<file path="config.mk">
export PLATFORM = sky130hd
export DESIGN_NAME = word_load_unit
export DESIGN_NICKNAME = d
export VERILOG_FILES = /design/src/include/word_load_pkg.sv /design/src/include/merge_if.sv /design/src/logic/load_format.sv /design/src/logic/word_load_unit.sv
export SDC_FILE = /design/constraint.sdc
export NUM_CORES = 1
export LEC_CHECK = 0
export BUFFER_PORTS_ARGS = -buffer_cell sky130_fd_sc_hd__buf_4
export CORE_MARGIN = 4
export CORE_UTILIZATION = 25
export CTS_CLUSTER_SIZE = 14
export DETAILED_ROUTE_END_ITERATION = 12
export GPL_TIMING_DRIVEN = 0
export PLACE_DENSITY = 0.5
export SLEW_MARGIN = 40
export SYNTH_ARGS = -nofsm -noshare
export SYNTH_HDL_FRONTEND = slang
export SYNTH_SLANG_ARGS = --single-unit
</file>
<file path="constraint.sdc">
create_clock -name aclk -period 4 [get_ports aclk]
set_input_delay 0.2 -clock aclk [delete_from_list [all_inputs] [get_ports aclk]]
set_output_delay 0.2 -clock aclk [all_outputs]
set_load 0.01 [all_outputs]
</file>
<file path="src/include/word_load_pkg.sv">
package word_load_pkg;
  typedef enum logic [2:0] {
    OP_FP = 3'b000,
    OP_SECOND_COPROCESSOR = 3'b001,
    OP_UWORD = 3'b010,
    OP_LMERGE = 3'b011,
    OP_ULMERGE = 3'b100
  } load_op_e;

  typedef enum logic [2:0] {
    EXC_NONE = 3'b000,
    EXC_REFILL = 3'b001,
    EXC_INVALID = 3'b010,
    EXC_BUS = 3'b011,
    EXC_ADDR = 3'b100,
    EXC_RI = 3'b101,
    EXC_CPU = 3'b110,
    EXC_WATCH = 3'b111
  } exc_e;

  typedef enum logic [1:0] {
    S_IDLE = 2'b00,
    S_XLAT = 2'b01,
    S_MEM = 2'b10,
    S_RESP = 2'b11
  } state_e;

  // segment access modes reported by translation
  localparam logic [2:0] SEG_MAPPED_USER_SUPER_UNMAPPED_KERNEL_MODE = 3'h1;
  localparam logic [2:0] SEG_UNMAPPED_USER_SUPER_KERNEL_MODE = 3'h2;
  localparam logic [2:0] SEG_MAPPED_USER_SUPER_KERNEL_MODE = 3'h3;

  localparam logic [1:0] WB_GPR = 2'h0;
  localparam logic [1:0] WB_FPR = 2'h1;
  localparam logic [1:0] WB_SECOND_COPROCESSOR = 2'h2;
  localparam logic [1:0] BYTE_WORD = 2'h3;

  localparam int ADDR_W = 8;
  localparam logic [7:0] ADDR_CTRL = 8'h00;
  localparam logic [7:0] ADDR_STATUS = 8'h04;
  localparam logic [7:0] ADDR_MASK = 8'h08;
  localparam logic [7:0] ADDR_EXC = 8'h0C;
  localparam logic [7:0] ADDR_FAULT = 8'h10;

  localparam int CTRL_REV = 0;
  localparam int CTRL_MEMBE = 1;
  localparam int CTRL_COREBE = 2;
  localparam int CTRL_COP0 = 3;
  localparam int CTRL_FPU = 4;
  localparam int CTRL_SECOND_COPROCESSOR = 5;
  localparam int CTRL_EVA = 6;
  localparam logic [31:0] CTRL_RESET = 32'h0000_0006;

  localparam int IRQ_W = 2;
  localparam int IRQ_DONE = 0;
  localparam int IRQ_FAULT = 1;

  localparam logic [1:0] RESP_OKAY = 2'h0;
  localparam logic [1:0] RESP_SLVERR = 2'h2;
endpackage

</file>
<file path="src/include/merge_if.sv">
`timescale 1ns/10ps
interface merge_if;
  import word_load_pkg::*;
  load_op_e op;
  logic [1:0] byte_idx;
  logic [31:0] mem_word;
  logic [31:0] dest_word;
  logic [31:0] result;
  modport unit (input op, byte_idx, mem_word, dest_word, output result);
  modport core (output op, byte_idx, mem_word, dest_word, input result);
endinterface

</file>
<file path="src/logic/load_format.sv">
`timescale 1ns/10ps
module load_format
  import word_load_pkg::*;
(
  // operands and merged word
  merge_if.unit mg
);
  logic [31:0] merged;

  // lane i takes memory lane (i+byte-3) once that index is non-negative
  for (genvar i = 0; i < 4; i++)
  begin : g_lane
    logic [2:0] k;
    logic [1:0] sel;
    assign k = 3'(i) + {1'b0, mg.byte_idx};
    assign sel = k[1:0] + 2'h1;
    assign merged[8*i +: 8] = (k >= 3'h3) ? mg.mem_word[{sel, 3'h0} +: 8]
                                          : mg.dest_word[8*i +: 8];
  end

  always_comb
  begin
    case (mg.op)
      OP_LMERGE, OP_ULMERGE: mg.result = merged;
      default: mg.result = mg.mem_word;
    endcase
  end
endmodule // load_format

</file>
<file path="src/logic/word_load_unit.sv">
`timescale 1ns/10ps
module word_load_unit
  import word_load_pkg::*;
#(
  parameter int XLEN = 32,
  parameter int PA_W = 32
)
(
  // clock and reset
  input logic aclk,
  input logic aresetn,
  // register bus
  input logic [ADDR_W-1:0] s_axi_awaddr,
  input logic s_axi_awvalid,
  output logic s_axi_awready,
  input logic [31:0] s_axi_wdata,
  input logic [3:0] s_axi_wstrb,
  input logic s_axi_wvalid,
  output logic s_axi_wready,
  output logic [1:0] s_axi_bresp,
  output logic s_axi_bvalid,
  input logic s_axi_bready,
  input logic [ADDR_W-1:0] s_axi_araddr,
  input logic s_axi_arvalid,
  output logic s_axi_arready,
  output logic [31:0] s_axi_rdata,
  output logic [1:0] s_axi_rresp,
  output logic s_axi_rvalid,
  input logic s_axi_rready,
  output logic irq,
  // load request from the pipeline
  input logic req_valid,
  output logic req_ready,
  input load_op_e req_op,
  input logic [31:0] req_base,
  input logic [15:0] req_imm,
  input logic [31:0] req_dest,
  // address translation
  output logic xlat_valid,
  input logic xlat_ready,
  output logic [31:0] xlat_vaddr,
  output logic xlat_user,
  input logic [PA_W-1:0] xlat_paddr,
  input logic [2:0] xlat_seg_mode,
  input logic xlat_refill,
  input logic xlat_invalid,
  input logic xlat_watch,
  // data memory read
  output logic mem_valid,
  input logic mem_ready,
  output logic [PA_W-1:0] mem_paddr,
  output logic [1:0] mem_byte,
  input logic [31:0] mem_rdata,
  input logic mem_bus_err,
  // write-back and exception
  output logic wb_valid,
  output logic [1:0] wb_target,
  output logic [XLEN-1:0] wb_data,
  output logic exc_valid,
  output exc_e exc_code
);
  state_e state;
  load_op_e op_reg;
  exc_e early_code, xcode;
  logic [31:0] ctrl_reg, vaddr_reg, dest_reg, fault_vaddr_reg;
  logic [PA_W-1:0] paddr_reg;
  logic [1:0] byte_reg, plow;
  logic [XLEN-1:0] wb_data_reg;
  logic [1:0] wb_target_reg;
  logic [2:0] last_code_reg;
  logic [IRQ_W-1:0] status_reg, mask_reg, st_set, st_clr;
  logic [31:0] sext16, sext9, ea, word;
  logic is_user, merge_req, merge_reg, user_reg, seg_ok;

  merge_if fmt();

  load_format u_fmt (
    .mg(fmt.unit)
  );

  assign fmt.op = op_reg;
  assign fmt.byte_idx = byte_reg;
  assign fmt.mem_word = mem_rdata;
  assign fmt.dest_word = dest_reg;
  assign word = fmt.result;

  assign is_user = (req_op == OP_UWORD) || (req_op == OP_ULMERGE);
  assign merge_req = (req_op == OP_LMERGE) || (req_op == OP_ULMERGE);
  assign merge_reg = (op_reg == OP_LMERGE) || (op_reg == OP_ULMERGE);
  assign user_reg = (op_reg == OP_UWORD) || (op_reg == OP_ULMERGE);
  assign sext16 = {{16{req_imm[15]}}, req_imm};
  assign sext9 = {{23{req_imm[8]}}, req_imm[8:0]};
  assign ea = req_base + (is_user ? sext9 : sext16);

  // checks that need no translation, highest priority first
  always_comb
  begin
    early_code = EXC_NONE;
    if (!(req_op inside {OP_FP, OP_SECOND_COPROCESSOR, OP_UWORD, OP_LMERGE, OP_ULMERGE}))
      early_code = EXC_RI;
    else if (is_user && !ctrl_reg[CTRL_EVA])
      early_code = EXC_RI;
    else if ((is_user && !ctrl_reg[CTRL_COP0]) ||
             (req_op == OP_FP && !ctrl_reg[CTRL_FPU]) ||
             (req_op == OP_SECOND_COPROCESSOR && !ctrl_reg[CTRL_SECOND_COPROCESSOR]))
      early_code = EXC_CPU;
    else if (!merge_req && ea[1:0] != 2'h0)
      early_code = EXC_ADDR;
  end

  assign seg_ok = (xlat_seg_mode == SEG_MAPPED_USER_SUPER_UNMAPPED_KERNEL_MODE) ||
                  (xlat_seg_mode == SEG_UNMAPPED_USER_SUPER_KERNEL_MODE) ||
                  (xlat_seg_mode == SEG_MAPPED_USER_SUPER_KERNEL_MODE);

  // faults known once translation answers
  always_comb
  begin
    xcode = EXC_NONE;
    if (user_reg && !seg_ok)
      xcode = EXC_CPU;
    else if (xlat_refill)
      xcode = EXC_REFILL;
    else if (xlat_invalid)
      xcode = EXC_INVALID;
    else if (xlat_watch)
      xcode = EXC_WATCH;
  end

  // merge loads steer the byte lane by the byte-order flags
  always_comb
  begin
    plow = xlat_paddr[1:0] ^ {2{ctrl_reg[CTRL_REV]}};
    if (!ctrl_reg[CTRL_MEMBE])
      plow = 2'h0;
  end

  // sequencer and datapath
  always_ff @(posedge aclk)
  begin
    if (!aresetn)
    begin
      state <= S_IDLE;
      op_reg <= OP_FP;
      exc_code <= EXC_NONE;
      vaddr_reg <= 32'h0;
      dest_reg <= 32'h0;
      paddr_reg <= '0;
      byte_reg <= 2'h0;
      wb_data_reg <= '0;
      wb_target_reg <= WB_GPR;
    end
    else
    begin
      case (state)
        S_IDLE:
          if (req_valid)
          begin
            op_reg <= req_op;
            vaddr_reg <= ea;
            dest_reg <= req_dest;
            byte_reg <= merge_req ? ea[1:0] ^ {2{ctrl_reg[CTRL_COREBE]}}
                                  : BYTE_WORD;
            exc_code <= early_code;
            state <= (early_code == EXC_NONE) ? S_XLAT : S_RESP;
          end
        S_XLAT:
          if (xlat_ready)
          begin
            paddr_reg <= merge_reg ? {xlat_paddr[PA_W-1:2], plow}
                                   : xlat_paddr;
            exc_code <= xcode;
            // a translation fault skips the read entirely
            state <= (xcode == EXC_NONE) ? S_MEM : S_RESP;
          end
        S_MEM:
          if (mem_ready)
          begin
            exc_code <= mem_bus_err ? EXC_BUS : EXC_NONE;
            case (op_reg)
              OP_FP:
              begin
                wb_target_reg <= WB_FPR;
                wb_data_reg <= XLEN'(word);
              end
              OP_SECOND_COPROCESSOR:
              begin
                wb_target_reg <= WB_SECOND_COPROCESSOR;
                wb_data_reg <= XLEN'(word);
              end
              default:
              begin
                wb_target_reg <= WB_GPR;
                wb_data_reg <= XLEN'($signed(word));
              end
            endcase
            state <= S_RESP;
          end
        S_RESP:
          state <= S_IDLE;
        default:
          state <= S_IDLE;
      endcase
    end
  end

  assign req_ready = (state == S_IDLE);
  assign xlat_valid = (state == S_XLAT);
  assign xlat_vaddr = vaddr_reg;
  assign xlat_user = user_reg;
  assign mem_valid = (state == S_MEM);
  assign mem_paddr = paddr_reg;
  assign mem_byte = byte_reg;
  // destination only written when nothing went wrong
  assign wb_valid = (state == S_RESP) && (exc_code == EXC_NONE);
  assign exc_valid = (state == S_RESP) && (exc_code != EXC_NONE);
  assign wb_data = wb_data_reg;
  assign wb_target = wb_target_reg;

  // fault capture for software
  always_ff @(posedge aclk)
  begin
    if (!aresetn)
    begin
      last_code_reg <= 3'h0;
      fault_vaddr_reg <= 32'h0;
    end
    else if (exc_valid)
    begin
      last_code_reg <= exc_code;
      fault_vaddr_reg <= vaddr_reg;
    end
  end

  // register bus: write side
  logic aw_held, w_held, wr_en;
  logic [ADDR_W-1:0] awaddr_reg;
  logic [31:0] wdata_reg, wmask;
  logic [3:0] wstrb_reg;

  assign s_axi_awready = !aw_held;
  assign s_axi_wready = !w_held;
  assign wr_en = aw_held && w_held && !s_axi_bvalid;
  assign wmask = {{8{wstrb_reg[3]}}, {8{wstrb_reg[2]}},
                  {8{wstrb_reg[1]}}, {8{wstrb_reg[0]}}};

  always_ff @(posedge aclk)
  begin
    if (!aresetn)
    begin
      aw_held <= 1'b0;
      w_held <= 1'b0;
      awaddr_reg <= '0;
      wdata_reg <= 32'h0;
      wstrb_reg <= 4'h0;
      s_axi_bvalid <= 1'b0;
      s_axi_bresp <= RESP_OKAY;
    end
    else
    begin
      if (s_axi_awvalid && !aw_held)
      begin
        aw_held <= 1'b1;
        awaddr_reg <= s_axi_awaddr;
      end
      if (s_axi_wvalid && !w_held)
      begin
        w_held <= 1'b1;
        wdata_reg <= s_axi_wdata;
        wstrb_reg <= s_axi_wstrb;
      end
      if (wr_en)
      begin
        aw_held <= 1'b0;
        w_held <= 1'b0;
        s_axi_bvalid <= 1'b1;
        s_axi_bresp <= (awaddr_reg inside {ADDR_CTRL, ADDR_STATUS, ADDR_MASK,
                        ADDR_EXC, ADDR_FAULT}) ? RESP_OKAY : RESP_SLVERR;
      end
      else if (s_axi_bvalid && s_axi_bready)
        s_axi_bvalid <= 1'b0;
    end
  end

  // writable control and mask
  always_ff @(posedge aclk)
  begin
    if (!aresetn)
    begin
      ctrl_reg <= CTRL_RESET;
      mask_reg <= '0;
    end
    else if (wr_en)
    begin
      if (awaddr_reg == ADDR_CTRL)
        ctrl_reg <= (ctrl_reg & ~wmask) | (wdata_reg & wmask);
      if (awaddr_reg == ADDR_MASK)
        mask_reg <= (mask_reg & ~wmask[IRQ_W-1:0]) |
                    (wdata_reg[IRQ_W-1:0] & wmask[IRQ_W-1:0]);
    end
  end

  // sticky events; a new event beats a same-cycle clear
  always_comb
  begin
    st_set = '0;
    st_set[IRQ_DONE] = wb_valid;
    st_set[IRQ_FAULT] = exc_valid;
    st_clr = '0;
    if (wr_en && awaddr_reg == ADDR_STATUS)
      st_clr = wdata_reg[IRQ_W-1:0] & wmask[IRQ_W-1:0];
  end

  always_ff @(posedge aclk)
  begin
    if (!aresetn)
      status_reg <= '0;
    else
      status_reg <= (status_reg & ~st_clr) | st_set;
  end

  assign irq = |(status_reg & mask_reg);

  // register bus: read side
  logic [31:0] rd_mux;
  logic rd_err;

  always_comb
  begin
    rd_err = 1'b0;
    case (s_axi_araddr)
      ADDR_CTRL: rd_mux = ctrl_reg;
      ADDR_STATUS: rd_mux = 32'(status_reg);
      ADDR_MASK: rd_mux = 32'(mask_reg);
      ADDR_EXC: rd_mux = {27'h0, state, last_code_reg};
      ADDR_FAULT: rd_mux = fault_vaddr_reg;
      default:
      begin
        rd_mux = 32'h0;
        rd_err = 1'b1;
      end
    endcase
  end

  assign s_axi_arready = !s_axi_rvalid;

  always_ff @(posedge aclk)
  begin
    if (!aresetn)
    begin
      s_axi_rvalid <= 1'b0;
      s_axi_rdata <= 32'h0;
      s_axi_rresp <= RESP_OKAY;
    end
    else if (s_axi_arvalid && !s_axi_rvalid)
    begin
      s_axi_rvalid <= 1'b1;
      s_axi_rdata <= rd_mux;
      s_axi_rresp <= rd_err ? RESP_SLVERR : RESP_OKAY;
    end
    else if (s_axi_rready)
      s_axi_rvalid <= 1'b0;
  end
endmodule // word_load_unit

</file>
* After elaboration in Yosys (flattened, before gate mapping) *
Index checks and enable logic that the tools add are counted.

cells by class
  add/subtract/negate cells = 8
  magnitude comparators = 4
  equal/unequal tests = 25
  shift operators = 4
  multiplexer cells = 37
  bitwise gates (word level) = 15
  reductions and logical operators = 59

operators with widths
  operator                                                               count
  32-bit one-hot mux with 5 select lines                                 1
  32-bit by 6-bit indexed part select with 8-bit output                  4
  32-bit bitwise AND                                                     2
  32-bit two-way mux                                                     2
  3-bit two-way mux                                                      11
  32-bit adder                                                           1
  8-bit by 4-bit == test with 1-bit output, second input constant        4
  8-bit two-way mux                                                      4
  32-bit NOT                                                             1
  32-bit bitwise OR                                                      1
  2-bit two-way mux                                                      11
  3-bit by 2-bit == test with 1-bit output, second input constant        6
  8-bit by 3-bit == test with 1-bit output, second input constant        2
  8-bit by 5-bit == test with 1-bit output, second input constant        2
  8-bit logical NOT                                                      2
  1-bit logical AND                                                      15
  3-bit logical NOT                                                      5
  1-bit logical NOT                                                      10
  2-bit AND reduction                                                    5
  5-bit nonzero test                                                     2
  3-bit by 1-bit == test with 1-bit output, second input constant        3
  3-bit by 2-bit >= comparator with 1-bit output, second input constant  3
  3-bit one-hot mux with 3 select lines                                  1
  2-bit by 1-bit adder with 2-bit output, second input constant          4
  other kinds (24)                                                       50

word-level totals
  register bits after elaboration = 295
  input port bits = 216
  output and inout bits = 151
  word-level logic and storage cells = 176

* Depth between registers and ports, before layout *
Gate-level depths: netlist (run 1).

  depth in word-level cells = 14
  mapped depth = 14
  mapped depth without buffers = 11

* Modules after synthesis *
A second synthesis (run 1) with hierarchy kept.

unflattened totals
  cell total of the unflattened synthesis = 1816
  area total of the unflattened synthesis = 14981.9 um^2

by module, submodules not included
  module          instances  cells an instance  area an instance (um^2)  sequential area each (um^2)
  word_load_unit  1          1651               13371.6                  5865.6
  load_format     1          165                1610.3                   0.0

* Worst setup path after synthesis (run 1) *
Ideal clock, no wire load.

  path type = input to register
  start = in req_op[2]
  end = reg vaddr_reg[20], in the netlist xlat_vaddr[20]
  setup time = 0.132 ns
  arrival = 3.296 ns
  required time = 3.868 ns
  slack = 0.572 ns
  stages on the path = 14
  buffers on the path = 3
  cell sequence = buf_4 > xnor2_2 > or3b_1 > buf_2 > nand2_1 > ha_1 > clkbuf_1 > a21oi_1 > nand2_1 > a221o_1 > a21o_1 > or3_2 > nand3_1 > a21oi_1

between the ends
  longest elaborated chain between the ends = 4
  elaborated cells between the ends (all ways) = 5
  those cells by class = add/sub: 1; eq/ne: 2; mux: 1; reduce/logical: 1

ends and longest elaborated chain
  what                                                                              line                   text
  start, declared                                                                   word_load_unit.sv:34   input load_op_e req_op,
  3-bit by 2-bit == test with 1-bit output / 3-bit == test (equally long branches)  word_load_unit.sv:87   assign is_user = (req_op == OP_UWORD) || (req_op == OP_ULMERGE);
  1-bit logical OR (*)                                                              word_load_unit.sv:87
  32-bit two-way mux (*)                                                            word_load_unit.sv:93   assign ea = req_base + (is_user ? sext9 : sext16);
  32-bit adder (*)                                                                  word_load_unit.sv:93
  end signal, assigned                                                              word_load_unit.sv:145  vaddr_reg <= 32'h0;
  end signal, assigned                                                              word_load_unit.sv:159  vaddr_reg <= ea;
  end, declared                                                                     word_load_unit.sv:65   logic [31:0] ctrl_reg, vaddr_reg, dest_reg, fault_vaddr_reg;

Every way passes the cells marked *; elsewhere a longest branch is shown, timed or not.
A chain may end at the register's enable or synchronous reset.

* Worst setup path in the final report (run 1) *
  start = reg byte_reg[0], in the netlist mem_byte[0]
  end = reg wb_data_reg[14], in the netlist wb_data[14]

between the ends
  longest elaborated chain between the ends = 5
  elaborated cells between the ends (all ways) = 6
  those cells by class = add/sub: 2; order compare: 1; shift: 1; mux: 2

ends and longest elaborated chain
  what                                                   line                   text
  start, declared                                        word_load_unit.sv:67   logic [1:0] byte_reg, plow;
  start signal, assigned                                 word_load_unit.sv:161  byte_reg <= merge_req ? ea[1:0] ^ {2{ctrl_reg[CTRL_COREBE]}}
  1-bit by 2-bit adder with 3-bit output (*)             load_format.sv:15      assign k = 3'(i) + {1'b0, mg.byte_idx};
  2-bit by 1-bit adder with 2-bit output                 load_format.sv:16      assign sel = k[1:0] + 2'h1;
  32-bit by 6-bit indexed part select with 8-bit output  load_format.sv:17      assign merged[8*i +: 8] = (k >= 3'h3) ? mg.mem_word[{sel, 3'h0} +: 8]
  8-bit two-way mux (*)                                  load_format.sv:17
  32-bit two-way mux (*)                                 load_format.sv:23      case (mg.op)
  end signal, assigned                                   word_load_unit.sv:183  wb_data_reg <= XLEN'(word);
  end signal, assigned                                   word_load_unit.sv:188  wb_data_reg <= XLEN'(word);
  end signal, assigned                                   word_load_unit.sv:193  wb_data_reg <= XLEN'($signed(word));
  end, declared                                          word_load_unit.sv:68   logic [XLEN-1:0] wb_data_reg;

Marks and branches as above.

==> flow_metrics.tcl, run 1 <==
set metrics [dict create \
    syn-mean-instance-area_um2 8.062 \
    rsz0062_at_grt "false" \
    tightest_slew_ps 821.7 \
    clock-sinks 285 \
    cp-end-kind "flip-flop" \
    finalWirelength_um 58980 \
    yosysWarnings 0 \
    ir_drop_v 0.0002411 \
    ios 367 \
    port-buffer-count 354 \
    nets 2485 \
    die_area_um2 59400 \
    period_needed_ps 3706 \
    place_area_um2 17490 \
    grt_max_degree 19 \
    vias_per_cell 4.758 \
    wl_per_cell_um 19.64 \
    hold_viol 0 \
    critPathMaxFanout 10 \
    grt.total_usage_pct 18.99 \
    first_iter_violations 760 \
    globalplace.congestion 0.8769 \
    grt_overflow_total 0 \
    final_cell_mix "nand2_1, buf_4, dfxtp_1" \
    cp-start-kind "flip-flop" \
    syn2layout_area_growth_pct 42.78 \
    core_area_um2 55090 \
    slew_viol_final 0 \
    maxCapViolCount 0 \
    final_common_cell "nand2_1" \
    fin_area_um2 19830 \
    h-tree-depth 2 \
    cts_tree "yes" \
    dp_hpwl_um 45880 \
    crit_type "reg -> reg" \
    cts_root_buf "clkbuf_16" \
    ant_nets 0 \
    synth_edf_count 0 \
    synthDistinctLibCells 71 \
    syn-cell-area_um2 13890 \
    synth-main-ff-cell "dfxtp_1" \
    fin_setup_tns_ps 0 \
    antenna_found_initial 5 \
    synth-async-reset-ratio_pct 0 \
    total_power_w 0.009752 \
    layout-drive-gt1-share_pct 21.81 \
    max_freq_mhz 269.8 \
    post-route-period-util_pct 92.65 \
    syn_inst 1723 \
    nFillCells 5868 \
    cellLeakagePower_nw 7.790 \
    rows 86 \
    initial_core_util_pct 25.21 \
    clk_latency_ps 550 \
    cp.arrival_ps 4110 \
    die_h_um 243.7 \
    die_w_um 243.7 \
    cts_max_path_buffers 3 \
    vias 14290 \
    path_clk_slew_ps 60 \
    grt_pass1_wl_um 87520 \
    cts_buffers 36 \
    cp.required_ps 4400 \
    maxSlewHeadroom_pct 45.22 \
    power_density_nw_per_um2 491.7 \
    drt_pass1_iterations 6 \
    status "finished, final reports clean" \
    seq_area_frac_synth_pct 41.07 \
    timing.hold.ws_ps 30.65 \
    ys_seq_elements 285 \
    grt_pass1_vias 14520 \
    min_path_type "in -> reg" \
    skew_ps 26.18 \
    drc 0 \
    setup-violations-final 0 \
]
## what timing repair did
action,in CTS,in global routing
setup buffers,0,0
hold buffers,108,0
resized for setup,3,1
endpoints found under the setup margin,25,11
endpoints found under the hold margin,106,0
## logic make-up after synthesis
kind of cell / after synthesis / synth area share [%]
compound gates: 465 / 20.12
simple gates: 671 / 19.95
buf+inv: 154 / 4.405
mux: 79 / 8.755
flops: 285 / 41.07
other cells: 1 / 0.02700
xor+xnor: 23 / 1.558
fa+ha+maj: 45 / 4.107
## Yosys cell counts (4+ instances only)
master,count,area (um2)
buf_2,14,70.07
a21oi_1,265,1326
buf_1,6,22.52
a211oi_1,18,135.1
a21o_1,12,90.09
dfxtp_1,285,5705
a31oi_1,6,37.54
nor2_1,132,495.5
ha_1,44,550.5
nor3_1,14,70.07
o21bai_1,5,37.54
nor2b_1,7,43.79
xor2_1,9,78.83
buf_4,4,30.03
a221oi_1,5,43.79
o211ai_1,33,247.7
o31ai_1,5,37.54
or3_1,4,25.02
inv_1,27,101.4
nand4_1,8,50.05
o21a_1,6,45.04
nand3_1,52,260.3
a22oi_1,30,225.2
mux4_2,34,765.7
and2_1,10,62.56
clkbuf_1,101,379.1
and3_1,8,50.05
nand2b_1,4,25.02
nand2_1,414,1554
o21ai_0,45,225.2
xnor2_1,12,105.1
mux2i_1,45,450.4
nor3b_1,4,30.03
## stage by stage
stage	std cells	utilization [%]	setup WS, ps
finish	3003	36.00	294.1
floorplan	1724	-	572.3
global route	3003	36.00	34.81
global placement	2826	31.74	-359.2
detailed placement	2826	31.75	-375.9
CTS	2999	35.96	11.31
## final timing paths
check	from	end	slack, ps	cells past startpoint
hold reg to reg	wb_data[0]	wb_data[0]	450	2
hold / removal	xlat_paddr[1]	mem_paddr[1]	30	3
setup reg to reg	mem_byte[0]	wb_data[14]	290	12
setup / recovery	mem_byte[0]	wb_data[14]	290	12
## power breakdown
part	switching (W)	internal, W	total, W
Sequential	0.000262	0.00313	0.00339
Combinational	0.00170	0.00128	0.00298
Clock	0.00134	0.00205	0.00338
## worst max-delay path, stage by stage, from the launching register on
cell,delay [ps]
dfxtp_1,400
clkbuf_2,300
clkbuf_4,330
buf_2,340
inv_1,130
ha_1,540
buf_4,330
buf_2,330
mux4_2,350
mux2i_1,160
nand2_1,70
o211ai_1,160
a21oi_1,110
## area by class of cell
cell class                      count  area [um2]  area share, %
Clock buffer                       48        1006          5.072
Clock inverter                     17       229.0          1.155
Buffer                            125       515.5          2.599
Multi-Input combinational cell   1285        7580          38.22
Tap cell                          748       935.9          4.719
Antenna cell                        4       10.01        0.05047
Inverter                           28       105.1         0.5299
Sequential cell                   285        5705          28.77
Timing Repair Buffer              463        3746          18.89
## per-layer routing
metal / vias up / track usage (%) / wire (um) / share of wire, %
met1: 6771 / 24.67 / 26360 / 45
met4: 2 / 6.194 / 1784 / 3.0
met2: 393 / 31.67 / 27600 / 47
met3: 89 / 3.852 / 3227 / 5.5
met5: - / 0 / 10 / 0.017
li1: 7033 / - / - / -
Note: power is estimated with default switching activity, not from simulation.
==> run 2, diff against run 1 <==
Settings changed: BUFFER_PORTS_ARGS -buffer_cell sky130_fd_sc_hd__buf_4 to -buffer_cell sky130_fd_sc_hd__buf_2, CELL_PAD_IN_SITES_DETAIL_PLACEMENT set to 0, CELL_PAD_IN_SITES_GLOBAL_PLACEMENT set to 1, PLACE_DENSITY 0.5 to 0.62.
==> run 2 against run 1 <==
  * Design area fell by 4.7%
  * Final cell count is essentially flat
  * Wire length decreased by 1.2%
==> flow_metrics.tcl, run 2 (same netlist as run 1, synthesis figures left out) <==
set metrics [dict create \
    met1_length_um 26170 \
    port-buffer-count 354 \
    maxSlewHeadroom_pct 45.54 \
    syn2layout_area_growth_pct 36.09 \
    p_int_w 0.006219 \
    layout-drive-gt1-share_pct 21.70 \
    p_clk_share_pct 34.9 \
    post-route-period-util_pct 91.12 \
    p_switching_w 0.003248 \
    rr_endpoint "wb_data[23]" \
    met2RoutedLength_um 26800 \
    h-tree-depth 2 \
    topRoutingLayerUsed "met5" \
    setup-violations-final 0 \
    grt_pass1_vias 14070 \
    layout.cells.non_filler 3000 \
    die_w_um 243.7 \
    r2r_start "mem_byte[0]" \
    power_density_nw_per_um2 500.8 \
    wl_per_cell_um 19.42 \
    globalplace.congestion 0.8577 \
    nets 2485 \
    post_cts_buffers 0 \
    drc 0 \
    holdPathStages 3 \
    finalWorstSetupSlack_ps 355.4 \
    max_freq_mhz 274.4 \
    cts_buffers 36 \
    antenna_found_initial 4 \
    rsz0062_at_grt "false" \
    cts_tree "yes" \
    power_frac_comb_pct 29.4 \
    cp.arrival_ps 4050 \
    dp_hpwl_um 44770 \
    tightest_slew_ps 816.9 \
    slew_viol_final 0 \
    vias_per_cell 4.754 \
    first_iter_violations 960 \
    min_path_type "in -> reg" \
    final_common_cell "nand2_1" \
    die_h_um 243.7 \
    ant_nets 0 \
    skew_ps 20.34 \
    cts_root_buf "clkbuf_16" \
    grt_max_degree 19 \
    cp-start-kind "flip-flop" \
    vias 14260 \
    grt_overflow_total 0 \
    grt.total_usage_pct 18.76 \
    cp-end-kind "flip-flop" \
    crit_start "mem_byte[0]" \
    maxCapViolCount 0 \
    critPathMaxFanout 10 \
    ff2ff_path_depth 12 \
    pre_cts_ws_ps -343.8 \
    hold_viol 0 \
    clock-sinks 285 \
    drt_pass1_iterations 6 \
    hold_path_end "wb_data[28]" \
    core_area_um2 55090 \
    ios 367 \
    cts_max_path_buffers 3 \
    clk_latency_ps 550 \
    final_cell_mix "nand2_1, buf_2, dfxtp_1" \
    die_area_um2 59400 \
    path_clk_slew_ps 60 \
    status "finished, final reports clean" \
    finalWirelength_um 58250 \
    cellLeakagePower_nw 7.590 \
    r2r_slack_ps 360 \
    rows 86 \
    cp.required_ps 4400 \
    ir_drop_v 0.0002340 \
    p_sw_share_pct 34.31 \
    place_inst 2826 \
    min_from "mem_rdata[28]" \
    period_needed_ps 3645 \
    grt_pass1_wl_um 86250 \
    dr_wl_met3_um 3393 \
    initial_core_util_pct 25.21 \
    power_frac_seq_pct 35.6 \
    crit_type "reg -> reg" \
]
## run 2: changes by cell type in the layout (fill, tap and decap cells not counted), sizes merged
cell / previous run / this run
clkinv: 12 / 9
buf: 378 / 377
diode: 4 / 3
clkbuf: 150 / 151
bufinv: 4 / 3
inv: 28 / 29
dlygate4sd3: 108 / 109
## run 2: how the worst max path moves through the flow
stage | slack, ps | to | cells past startpoint
after floorplan | 570 | xlat_vaddr[20] | 14
after global routing | 80 | wb_data[23] | 12
final | 360 | wb_data[23] | 12
after detailed placement | -340 | xlat_vaddr[25] | 13
after CTS | 80 | wb_data[23] | 13
after global placement | -290 | xlat_vaddr[25] | 13
## run 2: cell type report
type / instances / area, um2
Antenna cell: 3 / 7.507
Buffer: 125 / 516.7
Clock buffer: 49 / 1010
Clock inverter: 14 / 181.4
Fill cell: 5948 / 36190
Inverter: 28 / 105.1
Multi-Input combinational cell: 1285 / 7580
Sequential cell: 285 / 5705
Tap cell: 748 / 935.9
Timing Repair Buffer: 463 / 2863
## run 2: metal layers
layer | vias up | global-route usage, %
li1 | 7017 | -
met1 | 6710 | 24.82
met2 | 442 | 30.65
met3 | 90 | 3.819
met4 | 4 | 6.278
met5 | - | 0
## run 2: repair_timing
| action | 4_1_cts | 5_1_grt |
|---|---|---|
| endpoints found under the hold margin | 107 | 0 |
| hold buffers | 109 | 0 |
| resized for setup | 3 | 1 |
| setup endpoints to repair | 25 | 10 |
## run 2: power groups by stage
stage,combinational [W],sequential [W],clock (W)
2_1_floorplan,0.00163,0.00344,0
3_3_place_gp,0.00269,0.00342,0
3_5_place_dp,0.00271,0.00343,0
4_1_cts,0.00282,0.00337,0.00340
5_1_grt,0.00307,0.00341,0.00352
6_report,0.00279,0.00337,0.00331
## run 2: metrics by stage
step                utilization, %  hold WS, ps  TNS [ps]  instance area, um2  power, W
finish                       34.31        50.64         0               18900  0.009468
global placement             30.13        392.3     -3979               16600  0.006111
CTS                          34.30        22.11         0               18900  0.009593
global route                 34.31        38.99         0               18900  0.009998
detailed placement           30.15        391.4     -5610               16610  0.006139
floorplan                        -        299.0         0               13890  0.005065
## run 2: worst max-delay path, stage by stage (launching register included)
cell      delay, ps
dfxtp_1         400
clkbuf_2        310
clkbuf_4        330
buf_2           340
inv_1           140
ha_1            470
buf_4           300
buf_2           330
mux4_2          350
mux2i_1         140
nand2_1          70
o211ai_1        190
a21oi_1         110
==> run 3, diff against run 2 <==
Settings changed: RECOVER_POWER set to 25.
==> run 3 against run 2 <==
  * Count of clock-buffer cells in the layout stayed put
  * Die area unchanged
  * Critical path type unchanged
  * Clock skew fell by 0.81 ps
  * Wire length grew 0.13%
  * First-iteration DRC count down 3.9%
  * Global-route usage unchanged
  * Highest routed layer unchanged
  * Sequential cell count is the same
  * Critical path depth is the same
  * Setup slack got worse by 15 ps
  * Via count is 0.41% higher
  * Hold slack improved by 4.2 ps
==> flow_metrics.tcl, run 3 (same netlist as run 1, synthesis figures left out) <==
set metrics [dict create \
    status "finished, final reports clean" \
    place_inst 2826 \
    cellLeakagePower_nw 7.159 \
    die_area_um2 59400 \
    cts_max_path_buffers 3 \
    ant_nets 0 \
    min_path_type "in -> reg" \
    crit_start "mem_byte[0]" \
    grt_pass1_wl_um 86250 \
    antenna_found_initial 4 \
    rsz0062_at_grt "false" \
    layout.cells.non_filler 3001 \
    r2r_start "mem_byte[0]" \
    drc 0 \
    cts_buffers 36 \
    power_density_nw_per_um2 503.0 \
    tightest_slew_ps 1223 \
    clock-sinks 285 \
    grt.total_usage_pct 18.76 \
    wl_per_cell_um 19.44 \
    final_core_util_pct 34.09 \
    dp_hpwl_um 44770 \
    grt_pass1_vias 14070 \
    post-route-period-util_pct 91.49 \
    vias 14320 \
    nets 2485 \
    cts_root_buf "clkbuf_16" \
    grt_overflow_total 0 \
    core_area_um2 55090 \
    final_common_cell "nand2_1" \
    clk_latency_ps 550 \
    cp-end-kind "flip-flop" \
    slew_viol_final 0 \
    first_iter_violations 923 \
    pre_cts_ws_ps -343.8 \
    total_power_w 0.009446 \
    place_area_um2 16610 \
    rows 86 \
    cts_tree "yes" \
    max_freq_mhz 273.2 \
    die_h_um 243.7 \
    skew_ps 19.54 \
    fin_area_um2 18780 \
    maxCapViolCount 0 \
    crit_type "reg -> reg" \
    period_needed_ps 3660 \
    finalWirelength_um 58330 \
    maxSlewHeadroom_pct 18.45 \
    layout-drive-gt1-share_pct 17.16 \
    die_w_um 243.7 \
    cp.required_ps 4410 \
    ir_drop_v 0.0002343 \
    syn2layout_area_growth_pct 35.19 \
    min_from "mem_rdata[28]" \
    port-buffer-count 354 \
    ios 367 \
    final_cell_mix "nand2_1, dfxtp_1, buf_2" \
    initial_core_util_pct 25.21 \
    cp-start-kind "flip-flop" \
    setup-violations-final 0 \
    hold_viol 0 \
    globalplace.congestion 0.8577 \
    cp.arrival_ps 4070 \
    drt_pass1_iterations 6 \
    h-tree-depth 2 \
    path_clk_slew_ps 60 \
    critPathMaxFanout 10 \
    grt_max_degree 19 \
    finalWorstSetupSlack_ps 340.2 \
    vias_per_cell 4.772 \
]
run 3: cell types whose count changed in the layout (fill, tap and decap cells not counted), sizes merged:
cell,delta
diode,+1
buf,-100
clkbuf,+100
run 3: cell type report:
cell class	instances	area [um2]
buffer	125	514.2
sequential	285	5705
inverter	28	105.1
clock buffer	49	1010
timing repair buffer	463	2738
multi-input combinational	1285	7580
fill	5994	36310
clock inverter	14	181.4
antenna	4	10.01
tap	748	935.9
run 3: repair_timing:
item	CTS	global route
endpoints found under the setup margin	25	10
hold endpoints to repair	107	0
gates resized for setup	3	1
buffers inserted	0	0
hold buffers	109	0
pin swaps	0	0
run 3: power breakdown:
part           switching [W]  internal [W]  total [W]  leakage [nW]
logic                0.00168       0.00108    0.00276          4.25
registers           0.000244       0.00313    0.00338          2.32
clock network        0.00133       0.00198    0.00331         0.586
run 3: final timing paths:
kind / cells after the start / slack, ps / endpoint
setup / recovery: 12 / 340 / wb_data[23]
hold / removal: 3 / 50 / wb_data[28]
setup reg to reg: 12 / 340 / wb_data[23]
hold reg to reg: 2 / 450 / wb_data[16]
run 3: through the flow:
| step | TNS [ps] | hold WS (ps) |
|---|---|---|
| 6_report | 0 | 54.83 |
| 5_1_grt | 0 | 38.99 |
| 3_5_place_dp | -5610 | 391.4 |
| 3_3_place_gp | -3979 | 392.3 |
| 4_1_cts | 0 | 22.11 |
| 2_1_floorplan | 0 | 299.0 |
run 3: critical path, cell delays in order, from the launching register on:
cell and delay (ps):
dfxtp_1 400, clkbuf_2 310, clkbuf_4 330, buf_2 350, inv_1 140, ha_1 480
buf_4 300, buf_2 330, mux4_2 350, mux2i_1 140, nand2_1 70, o211ai_1 200
a21oi_1 110
run 3: layer usage:
metal / global-route usage [%] / part of all wire (%)
met2: 30.65 / 46
met3: 3.819 / 5.9
met1: 24.82 / 45
met5: 0 / 0.029
met4: 6.278 / 3.1
